**src/common/ppm_pkg.sv**
```systemverilog
// package for the port pin multiplexer: register map, reset values and carrier types
package ppm_pkg;
  // special function register byte addresses
  localparam logic [7:0] ADDR_PORT0 = 8'h80;
  localparam logic [7:0] ADDR_PORT1 = 8'h90;
  localparam logic [7:0] ADDR_PORT2 = 8'hA0;
  localparam logic [7:0] ADDR_PORT3 = 8'hB0;
  // latch reset value: all ones so pins float high and alternate functions pass
  localparam logic [7:0] LATCH_RST  = 8'hFF;
  // pullup enable value: every pullup of ports one to three switched on
  localparam logic [7:0] PULLUP_ON  = 8'hFF;
  // port three bit positions
  localparam int P3_DIR   = 0;
  localparam int P3_DATA  = 1;
  localparam int P3_IRQ0  = 2;
  localparam int P3_IRQ1  = 3;
  localparam int P3_CNT0  = 4;
  localparam int P3_CNT1  = 5;
  localparam int P3_WRN   = 6;
  localparam int P3_RDN   = 7;
  // port one bit positions
  localparam int P1_RTSN  = 6;
  localparam int P1_CTSN  = 7;
  // one port's pin drive: output value and output enable
  typedef struct packed {
    logic [7:0] out;
    logic [7:0] oe;
  } ppm_pin_t;
  // cpu special function register access
  typedef struct packed {
    logic       wr;
    logic       rd;
    logic [7:0] addr;
    logic [7:0] wdata;
  } ppm_sfr_t;
  // external memory cycle request from the cpu core
  typedef struct packed {
    logic        addr_phase;
    logic        data_out;
    logic        wr_strobe;
    logic        rd_strobe;
    logic [15:0] addr;
    logic [7:0]  wdata;
  } ppm_mem_t;
  // serial unit and modem side alternate signals
  typedef struct packed {
    logic dir;
    logic tx_data;
    logic tx_oe;
    logic rts;
  } ppm_ser_t;
  // alternate inputs handed to timers, interrupts and serial unit
  typedef struct packed {
    logic irq0;
    logic irq1;
    logic cnt0;
    logic cnt1;
    logic sclk;
    logic rx_data;
    logic cts;
    logic diag;
  } ppm_alt_in_t;
endpackage : ppm_pkg

```
**src/logic/ppm_port_mux.sv**
```systemverilog
// port pin multiplexer: four port latches with alternate function sharing
`timescale 1ns/1ns
//
// Behaviour
// - a latched one releases the pin (output enable off), a latched zero holds it low
// - four bidirectional ports, each with latch, driver and input buffer
// - port zero carries low address while address strobe high, then data
// - port two carries the upper address byte during external accesses
// - external memory role enabled when the external access pin is low
// - port three bit one is shared data pin, or transmit only in loop mode
// - storing zero in port three bit one latch enters diagnostic mode
// - port three bits two and three are interrupt and counter gate inputs
// - port three bits four and five are counter inputs when timer settings select
// - port three bit five may clock the serial unit externally
// - port three bit six gives active-low write strobe on external data writes
// - port three bit seven gives active-low read strobe on external data reads
// - port one bit six drives active-low request, bit seven takes clear input
// - port zero drivers are open drain without pullups as port I/O, but drive both levels for address and write data
// - ports one to three have internal pullups, so a one is a weak high
module ppm_port_mux (
  // clock and reset
  input  wire logic                 clk,
  input  wire logic                 rstn,
  // cpu special function register access
  input  wire ppm_pkg::ppm_sfr_t    sfr,
  output logic [7:0]                sfr_rdata,
  // external memory cycle and strap
  input  wire ppm_pkg::ppm_mem_t    mem,
  input  wire logic                 ext_access_sel_n,
  output logic                      addr_strobe,
  output logic [7:0]                mem_rdata,
  // serial unit and timer configuration
  input  wire ppm_pkg::ppm_ser_t    ser,
  input  wire logic                 loop_mode_select,
  input  wire logic                 cnt0_sel,
  input  wire logic                 cnt1_sel,
  output ppm_pkg::ppm_alt_in_t      alt_in,
  // pins of the four ports
  input  wire logic [7:0]           port_zero_in,
  input  wire logic [7:0]           port_one_in,
  input  wire logic [7:0]           port_two_in,
  input  wire logic [7:0]           port_three_in,
  output ppm_pkg::ppm_pin_t         port_zero,
  output ppm_pkg::ppm_pin_t         port_one,
  output ppm_pkg::ppm_pin_t         port_two,
  output ppm_pkg::ppm_pin_t         port_three,
  // pullup enables for ports one to three
  output logic [7:0]                port_one_pu,
  output logic [7:0]                port_two_pu,
  output logic [7:0]                port_three_pu
);
  import ppm_pkg::*;

  // open-drain / pullup driver: drive low only, or drive high weakly via pullup
  function automatic ppm_pin_t od_drive(input logic [7:0] val);
    ppm_pin_t p;
    p.out = 8'h00;
    p.oe  = ~val; // one released to the pullup or external resistor
    return p;
  endfunction : od_drive

  // alternate active-low output merged with its latch bit: a latched zero always wins
  function automatic logic alt_low(input logic latch_bit, input logic active);
    return latch_bit & ~active;
  endfunction : alt_low

  // latch storage and registered pin state
  logic [7:0]  latch_ff [4];
  logic [7:0]  nxt_latch [4];
  ppm_pin_t    p0_ff, p1_ff, p2_ff, p3_ff;
  ppm_pin_t    nxt_p0, nxt_p1, nxt_p2, nxt_p3;
  ppm_alt_in_t alt_ff, nxt_alt;
  logic [7:0]  rdata_ff, nxt_rdata;
  logic [7:0]  mrd_ff, nxt_mrd;
  logic        ale_ff, nxt_ale;
  logic        ext_mem;
  logic        diag;
  logic [1:0]  sel;
  logic        hit;
  logic [7:0]  pu1_ff, pu2_ff, pu3_ff;
  logic [7:0]  nxt_pu1, nxt_pu2, nxt_pu3;
  logic        mem_addr;
  logic        mem_wdrv;
  logic        mem_rdrv;
  logic        mem_wstb;
  logic        mem_busy;

  assign ext_mem = ~ext_access_sel_n;
  assign diag    = ~latch_ff[3][P3_DATA];

  // memory phases only count while the strap selects the external role
  assign mem_addr = ext_mem && mem.addr_phase;
  assign mem_wdrv = ext_mem && mem.data_out;
  assign mem_rdrv = ext_mem && mem.rd_strobe;
  assign mem_wstb = ext_mem && mem.wr_strobe;
  assign mem_busy = mem_addr || mem_wdrv || mem_rdrv || mem_wstb;

  // address decode of the four port latches
  always_comb begin
    sel = 2'd0;
    hit = 1'b1;
    unique case (sfr.addr)
      ADDR_PORT0: sel = 2'd0;
      ADDR_PORT1: sel = 2'd1;
      ADDR_PORT2: sel = 2'd2;
      ADDR_PORT3: sel = 2'd3;
      default:    hit = 1'b0;
    endcase
  end

  // latch writes and register reads (reads return pin levels)
  always_comb begin
    for (int i = 0; i < 4; i++) begin
      nxt_latch[i] = latch_ff[i];
    end
    if (sfr.wr && hit) begin
      nxt_latch[sel] = sfr.wdata;
    end
    nxt_rdata = rdata_ff;
    if (sfr.rd) begin
      unique case ({hit, sel})
        3'b100:  nxt_rdata = port_zero_in;
        3'b101:  nxt_rdata = port_one_in;
        3'b110:  nxt_rdata = port_two_in;
        3'b111:  nxt_rdata = port_three_in;
        default: nxt_rdata = 8'h00;
      endcase
    end
  end

  // port zero and port two drive, with external memory override
  always_comb begin
    nxt_ale = mem_addr;
    nxt_mrd = mrd_ff;
    nxt_p0  = od_drive(latch_ff[0]);
    nxt_p2  = od_drive(latch_ff[2]);
    if (mem_addr) begin
      nxt_p0.out = mem.addr[7:0];
      nxt_p0.oe  = 8'hFF;
    end else if (mem_wdrv) begin
      nxt_p0.out = mem.wdata;
      nxt_p0.oe  = 8'hFF;
    end else if (mem_rdrv) begin
      nxt_p0.oe  = 8'h00;                        // release bus for read data
      nxt_mrd    = port_zero_in;
    end
    // the high address byte stands for the whole external cycle
    if (mem_busy) begin
      nxt_p2.out = mem.addr[15:8];
      nxt_p2.oe  = 8'hFF;
    end
  end

  // port one: latch drive with request-to-send gated in
  always_comb begin
    logic [7:0] v;
    v = latch_ff[1];
    v[P1_RTSN] = alt_low(latch_ff[1][P1_RTSN], ser.rts);
    nxt_p1 = od_drive(v);
  end

  // port three: serial pins and memory strobes combined with latch
  always_comb begin
    logic [7:0] v;
    v = latch_ff[3];
    if (!loop_mode_select && !diag) begin
      v[P3_DIR] = latch_ff[3][P3_DIR] & ser.dir;
    end
    v[P3_WRN] = alt_low(latch_ff[3][P3_WRN], mem_wstb);
    v[P3_RDN] = alt_low(latch_ff[3][P3_RDN], mem_rdrv);
    nxt_p3 = od_drive(v);
    // outside diagnostic mode, loop mode transmits all the time; shared mode only while the serial unit sends
    if (!diag && (loop_mode_select || ser.tx_oe)) begin
      nxt_p3.out[P3_DATA] = ser.tx_data;
      nxt_p3.oe[P3_DATA]  = 1'b1;
    end
    if (!diag && !loop_mode_select && !ser.tx_oe) begin
      nxt_p3.oe[P3_DATA] = 1'b0;
    end
  end

  // alternate inputs to interrupts, timers and serial unit
  always_comb begin
    nxt_alt.irq0    = port_three_in[P3_IRQ0];
    nxt_alt.irq1    = port_three_in[P3_IRQ1];
    nxt_alt.cnt0    = cnt0_sel & port_three_in[P3_CNT0];
    nxt_alt.cnt1    = cnt1_sel & port_three_in[P3_CNT1];
    nxt_alt.sclk    = port_three_in[P3_CNT1];
    nxt_alt.rx_data = (loop_mode_select || diag) ? port_three_in[P3_DIR]
                                                 : port_three_in[P3_DATA];
    nxt_alt.cts     = port_one_in[P1_CTSN];
    nxt_alt.diag    = diag;
  end

  // pullups are fixed structure; a register keeps the outputs on flip-flops
  always_comb begin
    nxt_pu1 = PULLUP_ON;
    nxt_pu2 = PULLUP_ON;
    nxt_pu3 = PULLUP_ON;
  end

  // latch and read data registers; latches reset to ones
  always_ff @(posedge clk or negedge rstn) begin
    if (!rstn) begin
      for (int i = 0; i < 4; i++) begin
        latch_ff[i] <= LATCH_RST;
      end
      rdata_ff <= 8'h00;
    end else begin
      for (int i = 0; i < 4; i++) begin
        latch_ff[i] <= nxt_latch[i];
      end
      rdata_ff <= nxt_rdata;
    end
  end

  // external memory registers: ports zero and two, address strobe, read capture
  always_ff @(posedge clk or negedge rstn) begin
    if (!rstn) begin
      p0_ff  <= '0;
      p2_ff  <= '0;
      mrd_ff <= 8'h00;
      ale_ff <= 1'b0;
    end else begin
      p0_ff  <= nxt_p0;
      p2_ff  <= nxt_p2;
      mrd_ff <= nxt_mrd;
      ale_ff <= nxt_ale;
    end
  end

  // port one pin register; released in reset
  always_ff @(posedge clk or negedge rstn) begin
    if (!rstn) begin
      p1_ff <= '0;
    end else begin
      p1_ff <= nxt_p1;
    end
  end

  // port three pin register; released in reset
  always_ff @(posedge clk or negedge rstn) begin
    if (!rstn) begin
      p3_ff <= '0;
    end else begin
      p3_ff <= nxt_p3;
    end
  end

  // alternate input register
  always_ff @(posedge clk or negedge rstn) begin
    if (!rstn) begin
      alt_ff <= '0;
    end else begin
      alt_ff <= nxt_alt;
    end
  end

  // pullup enable register: pullups stay on through reset so released pins read high
  always_ff @(posedge clk or negedge rstn) begin
    if (!rstn) begin
      pu1_ff <= PULLUP_ON;
      pu2_ff <= PULLUP_ON;
      pu3_ff <= PULLUP_ON;
    end else begin
      pu1_ff <= nxt_pu1;
      pu2_ff <= nxt_pu2;
      pu3_ff <= nxt_pu3;
    end
  end

  // outputs straight from flip-flops
  assign port_zero     = p0_ff;
  assign port_one      = p1_ff;
  assign port_two      = p2_ff;
  assign port_three    = p3_ff;
  assign alt_in        = alt_ff;
  assign sfr_rdata     = rdata_ff;
  assign mem_rdata     = mrd_ff;
  assign addr_strobe   = ale_ff;
  assign port_one_pu   = pu1_ff;
  assign port_two_pu   = pu2_ff;
  assign port_three_pu = pu3_ff;
endmodule : ppm_port_mux

```
**config.mk**
```make
export PLATFORM = sky130hd
export DESIGN_NAME = ppm_port_mux
export DESIGN_NICKNAME = d
export VERILOG_FILES = /design/src/common/ppm_pkg.sv /design/src/logic/ppm_port_mux.sv
export SDC_FILE = /design/constraint.sdc
export NUM_CORES = 1
export LEC_CHECK = 0
export ABC_AREA = 1
export BUFFER_PORTS_ARGS = -buffer_cell sky130_fd_sc_hd__buf_2
export CORE_MARGIN = 2
export CORE_UTILIZATION = 30
export DETAILED_ROUTE_END_ITERATION = 8
export PLACE_DENSITY_LB_ADDON = 0.05
export SYNTH_ARGS = -nofsm -noshare
export SYNTH_HDL_FRONTEND = slang
export SYNTH_SLANG_ARGS = --single-unit
```
**constraint.sdc**
```tcl
create_clock -name clk -period 1.4 [get_ports clk]
set_input_delay 0.28 -clock clk [delete_from_list [all_inputs] [get_ports clk]]
set_output_delay 0.28 -clock clk [all_outputs]
set_load 0.005 [all_outputs]
```
# --- Word level (Yosys, flattened, before mapping) ---
# Index checks and enable logic that the tools add are counted.
word_totals:
  register_bits: 106
  inputBits: 88
  output_inout_bits: 113
op_classes:
  order_cmp: 2
  n_eq_ne: 8
  mux: 16
  n_bitwise: 18
  n_reduce_logical: 18
op_table:
  columns: ["operator", "n"]
  rows:
  - ["32-bit bitwise mux", 1]
  - ["8-bit equality test (second input constant)", 4]
  - ["16-bit two-way mux", 2]
  - ["8-bit two-way mux", 4]
  - ["8-bit NOT", 4]
  - ["8-bit case mux with 4 select lines", 1]
  - ["8-bit demux with 2-bit select", 1]
  - ["3-bit equality test (second input constant)", 4]
  - ["1-bit logical AND", 9]
  - ["1-bit NOT", 7]
  - ["1-bit AND", 6]
  - ["1-bit two-way mux", 6]
  - ["2-bit case mux with 3 select lines", 1]
  - ["1-bit logical OR", 5]
  - ["4-bit OR reduction", 1]
  - ["3-bit greater-or-equal comparator (second input constant)", 1]
  - ["3-bit by 1-bit < comparator with 1-bit output (second input constant)", 1]
  - ["2-bit NOT with 3-bit output", 1]
  - ["3-bit AND reduction", 1]
  - ["1-bit logical NOT", 2]

# --- Depth between registers and ports, before layout ---
# Gate-level depths: netlist of run 1.
depth:
  word_depth: 8
  depth_mapped: 9
  mapped_depth_nobuf: 9

# --- Least setup slack after synthesis of run 1 ---
# Ideal clock, no wire load.
synth_timing:
  kind: "input port to flip-flop"
  start: "input sfr[14] (netlist bit)"
  end: "register latch_ff[24] (netlist bit)"
  setup_ps: 78
  arrival_ps: 1121
  slack_ps: 201
  stages: 7
  n_path_buf: 1
  cell_sequence: "inv_1 -> nand2_4 -> nor2_4 -> nand3_4 -> buf_6 -> o21ai_0 -> inv_1"
synth_via:
  elab_chain_len: 8
synth_rtl:
  columns: ["element", "line", "text"]
  rows:
  - ["start, declared", "ppm_port_mux.sv:25", "input wire ppm_pkg::ppm_sfr_t sfr,"]
  - ["8-bit equality test", "ppm_port_mux.sv:102", "unique case (sfr.addr)"]
  - ["2-bit case mux with 3 select lines", "ppm_port_mux.sv:102", null]
  - ["2-bit NOT with 3-bit output (implied by the code)", "ppm_port_mux.sv:117", "nxt_latch[sel] = sfr.wdata;"]
  - ["3-bit greater-or-equal comparator (implied by the code) or 3-bit by 1-bit < comparator with 1-bit output (tied branches)", "ppm_port_mux.sv:117", null]
  - ["1-bit logical AND (implied by the code)", "ppm_port_mux.sv:117", null]
  - ["8-bit two-way mux (implied by the code)", "ppm_port_mux.sv:117", null]
  - ["8-bit demux with 2-bit select", "ppm_port_mux.sv:117", null]
  - ["32-bit bitwise mux", "ppm_port_mux.sv:117", null]
  - ["end signal, assigned by index", "ppm_port_mux.sv:211", "latch_ff[i] <= nxt_latch[i];"]
  - ["end, declared", "ppm_port_mux.sv:68", "logic [7:0] latch_ff [4];"]
# Parallel ways exist; a longest one is shown, timed or not.
# A chain may end at the register's enable or synchronous reset.

# --- Final worst setup path of run 1 ---
layout_timing:
  start: "register mrd_ff[0], in the netlist mem_rdata[0]"
  end: "output mem_rdata[0]"
layout_lines:
  columns: ["element", "line", "text"]
  rows:
  - ["start, declared", "ppm_port_mux.sv:74", "logic [7:0] mrd_ff, nxt_mrd;"]
  - ["start signal, assigned", "ppm_port_mux.sv:227", "mrd_ff <= nxt_mrd;"]
  - ["end, declared", "ppm_port_mux.sv:31", "output logic [7:0] mem_rdata,"]
# No word-level cell between the ends.

==> results of run 1 <==
[metrics by stage]
step | cells | cell area, sq um | total power [mW]
floorplan | 514 | 4690 | 3.72
detailed placement | 833 | 5580 | 4.11
CTS | 850 | 5900 | 6.75
finish | 850 | 5900 | 6.61
global route | 850 | 5900 | 6.96
global placement | 833 | 5580 | 4.10
[logic make-up (layout without fill, tap and decap cells)]
family | after synthesis | count (layout) | share of synthesized area, %
simple gates | 226 | 226 | 23.6
compound gates | 41 | 41 | 4.50
buf+inv | 102 | 250 | 12.7
flops | 106 | 106 | 59.1
other cells | 2 | 39 | 0.165
[area by class of cell]
cell class / instances / area share [%]
timing repair buffer: 178 / 17.4
multi-input combinational: 306 / 24.2
tap: 188 / 3.99
sequential: 106 / 45.6
inverter: 56 / 3.61
clock inverter: 3 / 0.445
clock buffer: 13 / 4.77
[flip-flops by register name, indices dropped and copies added, names as in the netlist]
signal,flops
port_one,8
latch_ff,32
port_two,16
alt_in,8
sfr_rdata,8
addr_strobe,1
port_zero,16
port_three,9
mem_rdata,8
[power groups by stage]
stage | Clock [mW] | Combinational, mW | Sequential (mW)
final | 2.58 | 0.720 | 3.31
after global routing | 2.81 | 0.816 | 3.33
after CTS | 2.69 | 0.739 | 3.32
after detailed placement | 0 | 0.735 | 3.37
after global placement | 0 | 0.731 | 3.37
after floorplan | 0 | 0.341 | 3.38
[cells in the final DEF (no fill, tap or decap), types with 15 or more instances in the layout]
cell type	Yosys	layout
dfstp_2	32	32
inv_1	50	50
a21oi_1	15	15
nand2_1	156	156
nand3_1	32	32
nor2_1	18	18
conb_1	2	39
dfrtp_1	74	74
buf_2	0	160
o21ai_0	22	22
[worst paths after layout]
path,endpoint
max,mem_rdata[0]
min in group asynchronous,port_one[6]
min reg2reg,port_three[5]
max in group asynchronous,latch_ff[0]
max reg2reg,port_three[0]
min,alt_in[1]
[what timing repair did]
item                                    CTS  global route
endpoints found under the setup margin    0             0
hold endpoints to repair                 11             0
hold buffers                              1             0
[per-layer routing]
layer	vias to the layer above	global-route usage (%)	routed length (um)	part of all wire, %
li1	1749	-	-	-
met5	-	0	0	0
met4	0	5.62	167	1.5
met1	1582	18.9	5070	45
met3	8	3.06	797	7.1
met2	134	22.5	5180	46
==> run metrics, run 1 <==
status=finished, final reports clean; Tcrit/Tclk final=82.1%; Detail Placement HPWL=8470 um; worst ir drop on vdd=689 uV; Synth top cells by count=156 x nand2_1, 74 x dfrtp_1, 50 x inv_1, 42 x buf_4; post-synthesis cell count=477; pwr/cell area=1120 nW/um^2; Register Area=2690 sq um; Synth area leaders=dfrtp_1 41%, dfstp_2 18%, nand2_1 13%; reg2reg setup slack=0.35 ns; critical path required time=1.12 ns; First-pass DRT Iterations=4; ANT cells=0; CTS tree=yes; synthesis warning total=0; fill count=1568; Setup Buffers After CTS=0; Wirelength per Cell=13.2 um; Boundary Pins=201; Final Util=39.2%; Layout area overhead=29.5%; worst-path maximum fanout=2; synthesized flop and latch total=106; Sink Count=106; initial antenna violation count=1; Main synth FF type=dfrtp_1; vias in the first global route=3357; post-synth top area share=40.6%; Reg2Reg Depth=4; min-delay src=port_one_in[7]; row count=45; die width=127 um; Power Internal=4.98 mW; most common cell in the netlist=nand2_1; crit path launch=mem_rdata[0]; CP Cell Sequence=buf_2; synth unique cells=25; # setup viols final=0; Post-Syn Area per Cell=9.55 sq um; crit path time final=1.15 ns; CP Data Arrival Time=0.87 ns; Worst Setup Start Kind=flip-flop; Routed Antenna Nets=0; H-tree levels=3; max-cap violation count=0; Starting Density=30.3%; vias=3473; Via density=4.09; HP Class=in -> reg; sw frac=24.6%; RSZ-0062 raised after global routing=no; Setup WS pre-CTS=-0.0370 ns; final hold slack=0.0608 ns; worst skew pair latency=0.34 ns; CP delay by family, top=flip-flops; Post-Syn Area=4560 sq um; post-synth top area cell=dfrtp_1; Worst-path clk slew=0.07 ns; routability cong.=0.829; power share of the sequential group=50.1%; cts bufs inserted=9; leakage power=3.21 nW; Residual DRC=0; clock network power share=39.0%; kind of critical path=reg -> out; setup_tns=0 ns; critical path endpoint category=primary output; FFs w/ async S/R, synth=100%; worst r2r src=latch_ff[1]; Global Route Usage Sum=14.1%; I/O Buffers=161; largest net degree at the start of global routing=57; area occupied by multi-input gates=1430 sq um; full die area=16200 sq um; die height=127 um; number of synthesized flops with an enable pin=0; Crit path buffers/inverters=1; layout cells sized above 1=37.6%; Routed WL=11200 um; fmax=870 MHz; CP Depth=1; PostCTS Resize Cnt=0; Root Buffer Master=clkbuf_16; setup ws final=0.250 ns; Worst path max stage delay=0.40 ns; Comb pwr share=10.9%; Layout Nets=745; clk_skew=0.00687 ns; Final Hold Viols=0; sequential share of the synthesized area=59.1%; Max clock buf depth=2; DR iter-0 viols=142; Core Area=15000 sq um; Slew Limit Fails=0; slowest library cell on the worst path=dfrtp_1; first-pass GRT wire length=17600 um; hold depth=1; GRT overflow=0; switching power of the nets=1.63 mW
No activity file was read; power rests on OpenSTA's default activity.
==> run 2: changes to the inputs <==
- clock period: 1.4 -> 1.1 ns (I/O delays scaled with it)
==> run 2 against run 1 <==
Non-clock buffer count is 19 higher. Worst setup slack worse by 0.25 ns. Global-route usage is 0.77 points higher. Clock skew about the same. Core utilization grew 1.1 points. Worst hold slack worse by 0.027 ns. Power is 28% higher. Flip-flop and latch count is the same. Register-to-register slack lost 0.22 ns. Critical endpoint is now sfr_rdata[4]. Largest cell class unchanged. Highest routed layer unchanged. First-iteration DRC count up 33%. Sequential share of layout area shrank 1.2 points.
==> run metrics, run 2 (synthesis results as in run 1) <==
status=finished, final reports clean (unchanged); Crit path buffers/inverters=1 (unchanged); die height=127 um (unchanged); row count=45 (unchanged); I/O Buffers=161 (unchanged); First-pass DRT Iterations=4 (unchanged); H-tree levels=3 (unchanged); Sink Count=106 (unchanged); Largest Register=latch_ff (unchanged); Routed Antenna Nets=0 (unchanged); max reg flops=32 (unchanged); Worst Setup Start Kind=flip-flop (unchanged); commonest non-fill, non-tap cell in the layout=buf_2 (unchanged); Worst-path clk slew=0.07 ns (about the same); largest net degree at the start of global routing=60 (was 57); layout cells sized above 1=39.1% (was 37.6%); Via density=4.09 (about the same); slowest library cell on the worst path=dfrtp_1 (unchanged); setup_tns=0 ns (unchanged); Wirelength per Cell=13.4 um (was 13.2 um); CP Cell Sequence=buf_2 (unchanged); worst-path maximum fanout=2 (unchanged); setup ws final=0.00386 ns (was 0.250 ns); CP delay by family, top=flip-flops (unchanged); # setup viols final=0 (unchanged); CTS tree=yes (unchanged); Worst path max stage delay=0.40 ns (about the same); Residual DRC=0 (unchanged); Starting Density=30.3% (unchanged); cts bufs inserted=9 (unchanged); DR iter-0 viols=189 (was 142); RSZ-0062 raised after global routing=yes (was no); final hold slack=0.0335 ns (was 0.0608 ns); Boundary Pins=201 (unchanged); vias in the first global route=3501 (was 3357); Detail Placement HPWL=8680 um (was 8470 um); first-pass GRT wire length=18500 um (was 17600 um); vias=3550 (was 3473); Slew Limit Fails=0 (unchanged); leakage power=3.29 nW (was 3.21 nW); ANT cells=0 (unchanged); kind of critical path=reg -> out (unchanged); Routed WL=11600 um (was 11200 um); CP Data Arrival Time=0.88 ns (was 0.87 ns); pwr/cell area=1400 nW/um^2 (was 1120 nW/um^2); highest-count cells in the layout ignoring fill and taps=160 x buf_2, 155 x nand2_1, 74 x dfrtp_1 (was 160 x buf_2, 156 x nand2_1, 74 x dfrtp_1); max-cap violation count=0 (unchanged); die width=127 um (unchanged); GRT overflow=0 (unchanged); fmax=912 MHz; clk_skew=0.00732 ns (was 0.00687 ns); Global Route Usage Sum=14.9% (was 14.1%); critical path required time=0.88 ns (was 1.12 ns); Layout Nets=764 (was 745); initial antenna violation count=0 (was 1); Final Util=40.3% (was 39.2%); Setup WS pre-CTS=-0.256 ns (was -0.0370 ns); crit path time final=1.10 ns; Core Area=15000 sq um (unchanged); full die area=16200 sq um (unchanged); routability cong.=0.810 (was 0.829); Layout area overhead=33.0% (was 29.5%); critical path endpoint category=primary output (unchanged); Tcrit/Tclk final=99.6%; HP Class=in -> reg (unchanged); Root Buffer Master=clkbuf_16 (unchanged); worst skew pair latency=0.36 ns (was 0.34 ns); Final Hold Viols=0 (unchanged); Max clock buf depth=2 (unchanged); worst ir drop on vdd=701 uV (was 689 uV)
==> run 2: cell types whose count changed in the layout (fill, tap and decap cells not counted), sizes merged <==
cell / delta
buf: +15
clkbuf: -3
clkinvlp: +1
inv: +1
bufinv: +1
dlygate4sd3: +4
==> run 2: layer usage <==
layer,vias to the layer above,global-route usage (%),wire (um)
met1,1619,20.0,5380
met4,0,6.01,197
met3,12,2.72,577
met5,-,0,0
li1,1791,-,-
met2,128,24.0,5460
==> run 2: power breakdown <==
group	total (mW)	switching [mW]	internal, mW
Sequential	4.22	0.0817	4.14
Combinational	0.962	0.539	0.423
Clock	3.32	1.52	1.80
==> run 2: repair_timing <==
item | in CTS | in global routing
resized for setup | 0 | 2
hold buffers | 5 | 0
setup buffers | 3 | 1
setup endpoints to repair | 15 | 29
endpoints found under the hold margin | 78 | 0
gates cloned | 0 | 0
==> run 2: per-stage QoR <==
stage          instances  cell area (sq um)  power [mW]
3_3_place_gp         844               5680        5.25
3_5_place_dp         844               5680        5.26
2_1_floorplan        514               4700        4.74
4_1_cts              868               6050        8.68
6_report             869               6060        8.50
5_1_grt              869               6060        8.97
==> run 2: final cells by class <==
class | instances | area, sq um
Fill cell | 1551 | 8970
Inverter | 56 | 213
Clock buffer | 10 | 229
Clock inverter | 6 | 72.6
Sequential cell | 106 | 2690
Timing Repair Buffer | 197 | 1190
Tap cell | 188 | 235
Multi-Input combinational cell | 306 | 1430
==> run 2: worst paths after layout <==
check                           slack (ns)  cells after the start             to          from
worst max-delay path                 0.004                      1   sfr_rdata[4]  sfr_rdata[4]
worst min-delay path                  0.03                      2  port_three[0]        ser[3]
worst max register to register        0.13                      5      alt_in[2]   latch_ff[1]
worst min register to register        0.44                      1  port_three[5]   latch_ff[5]
max in group asynchronous             0.33                      3   latch_ff[25]          rstn
min in group asynchronous             0.40                      3   mem_rdata[1]          rstn
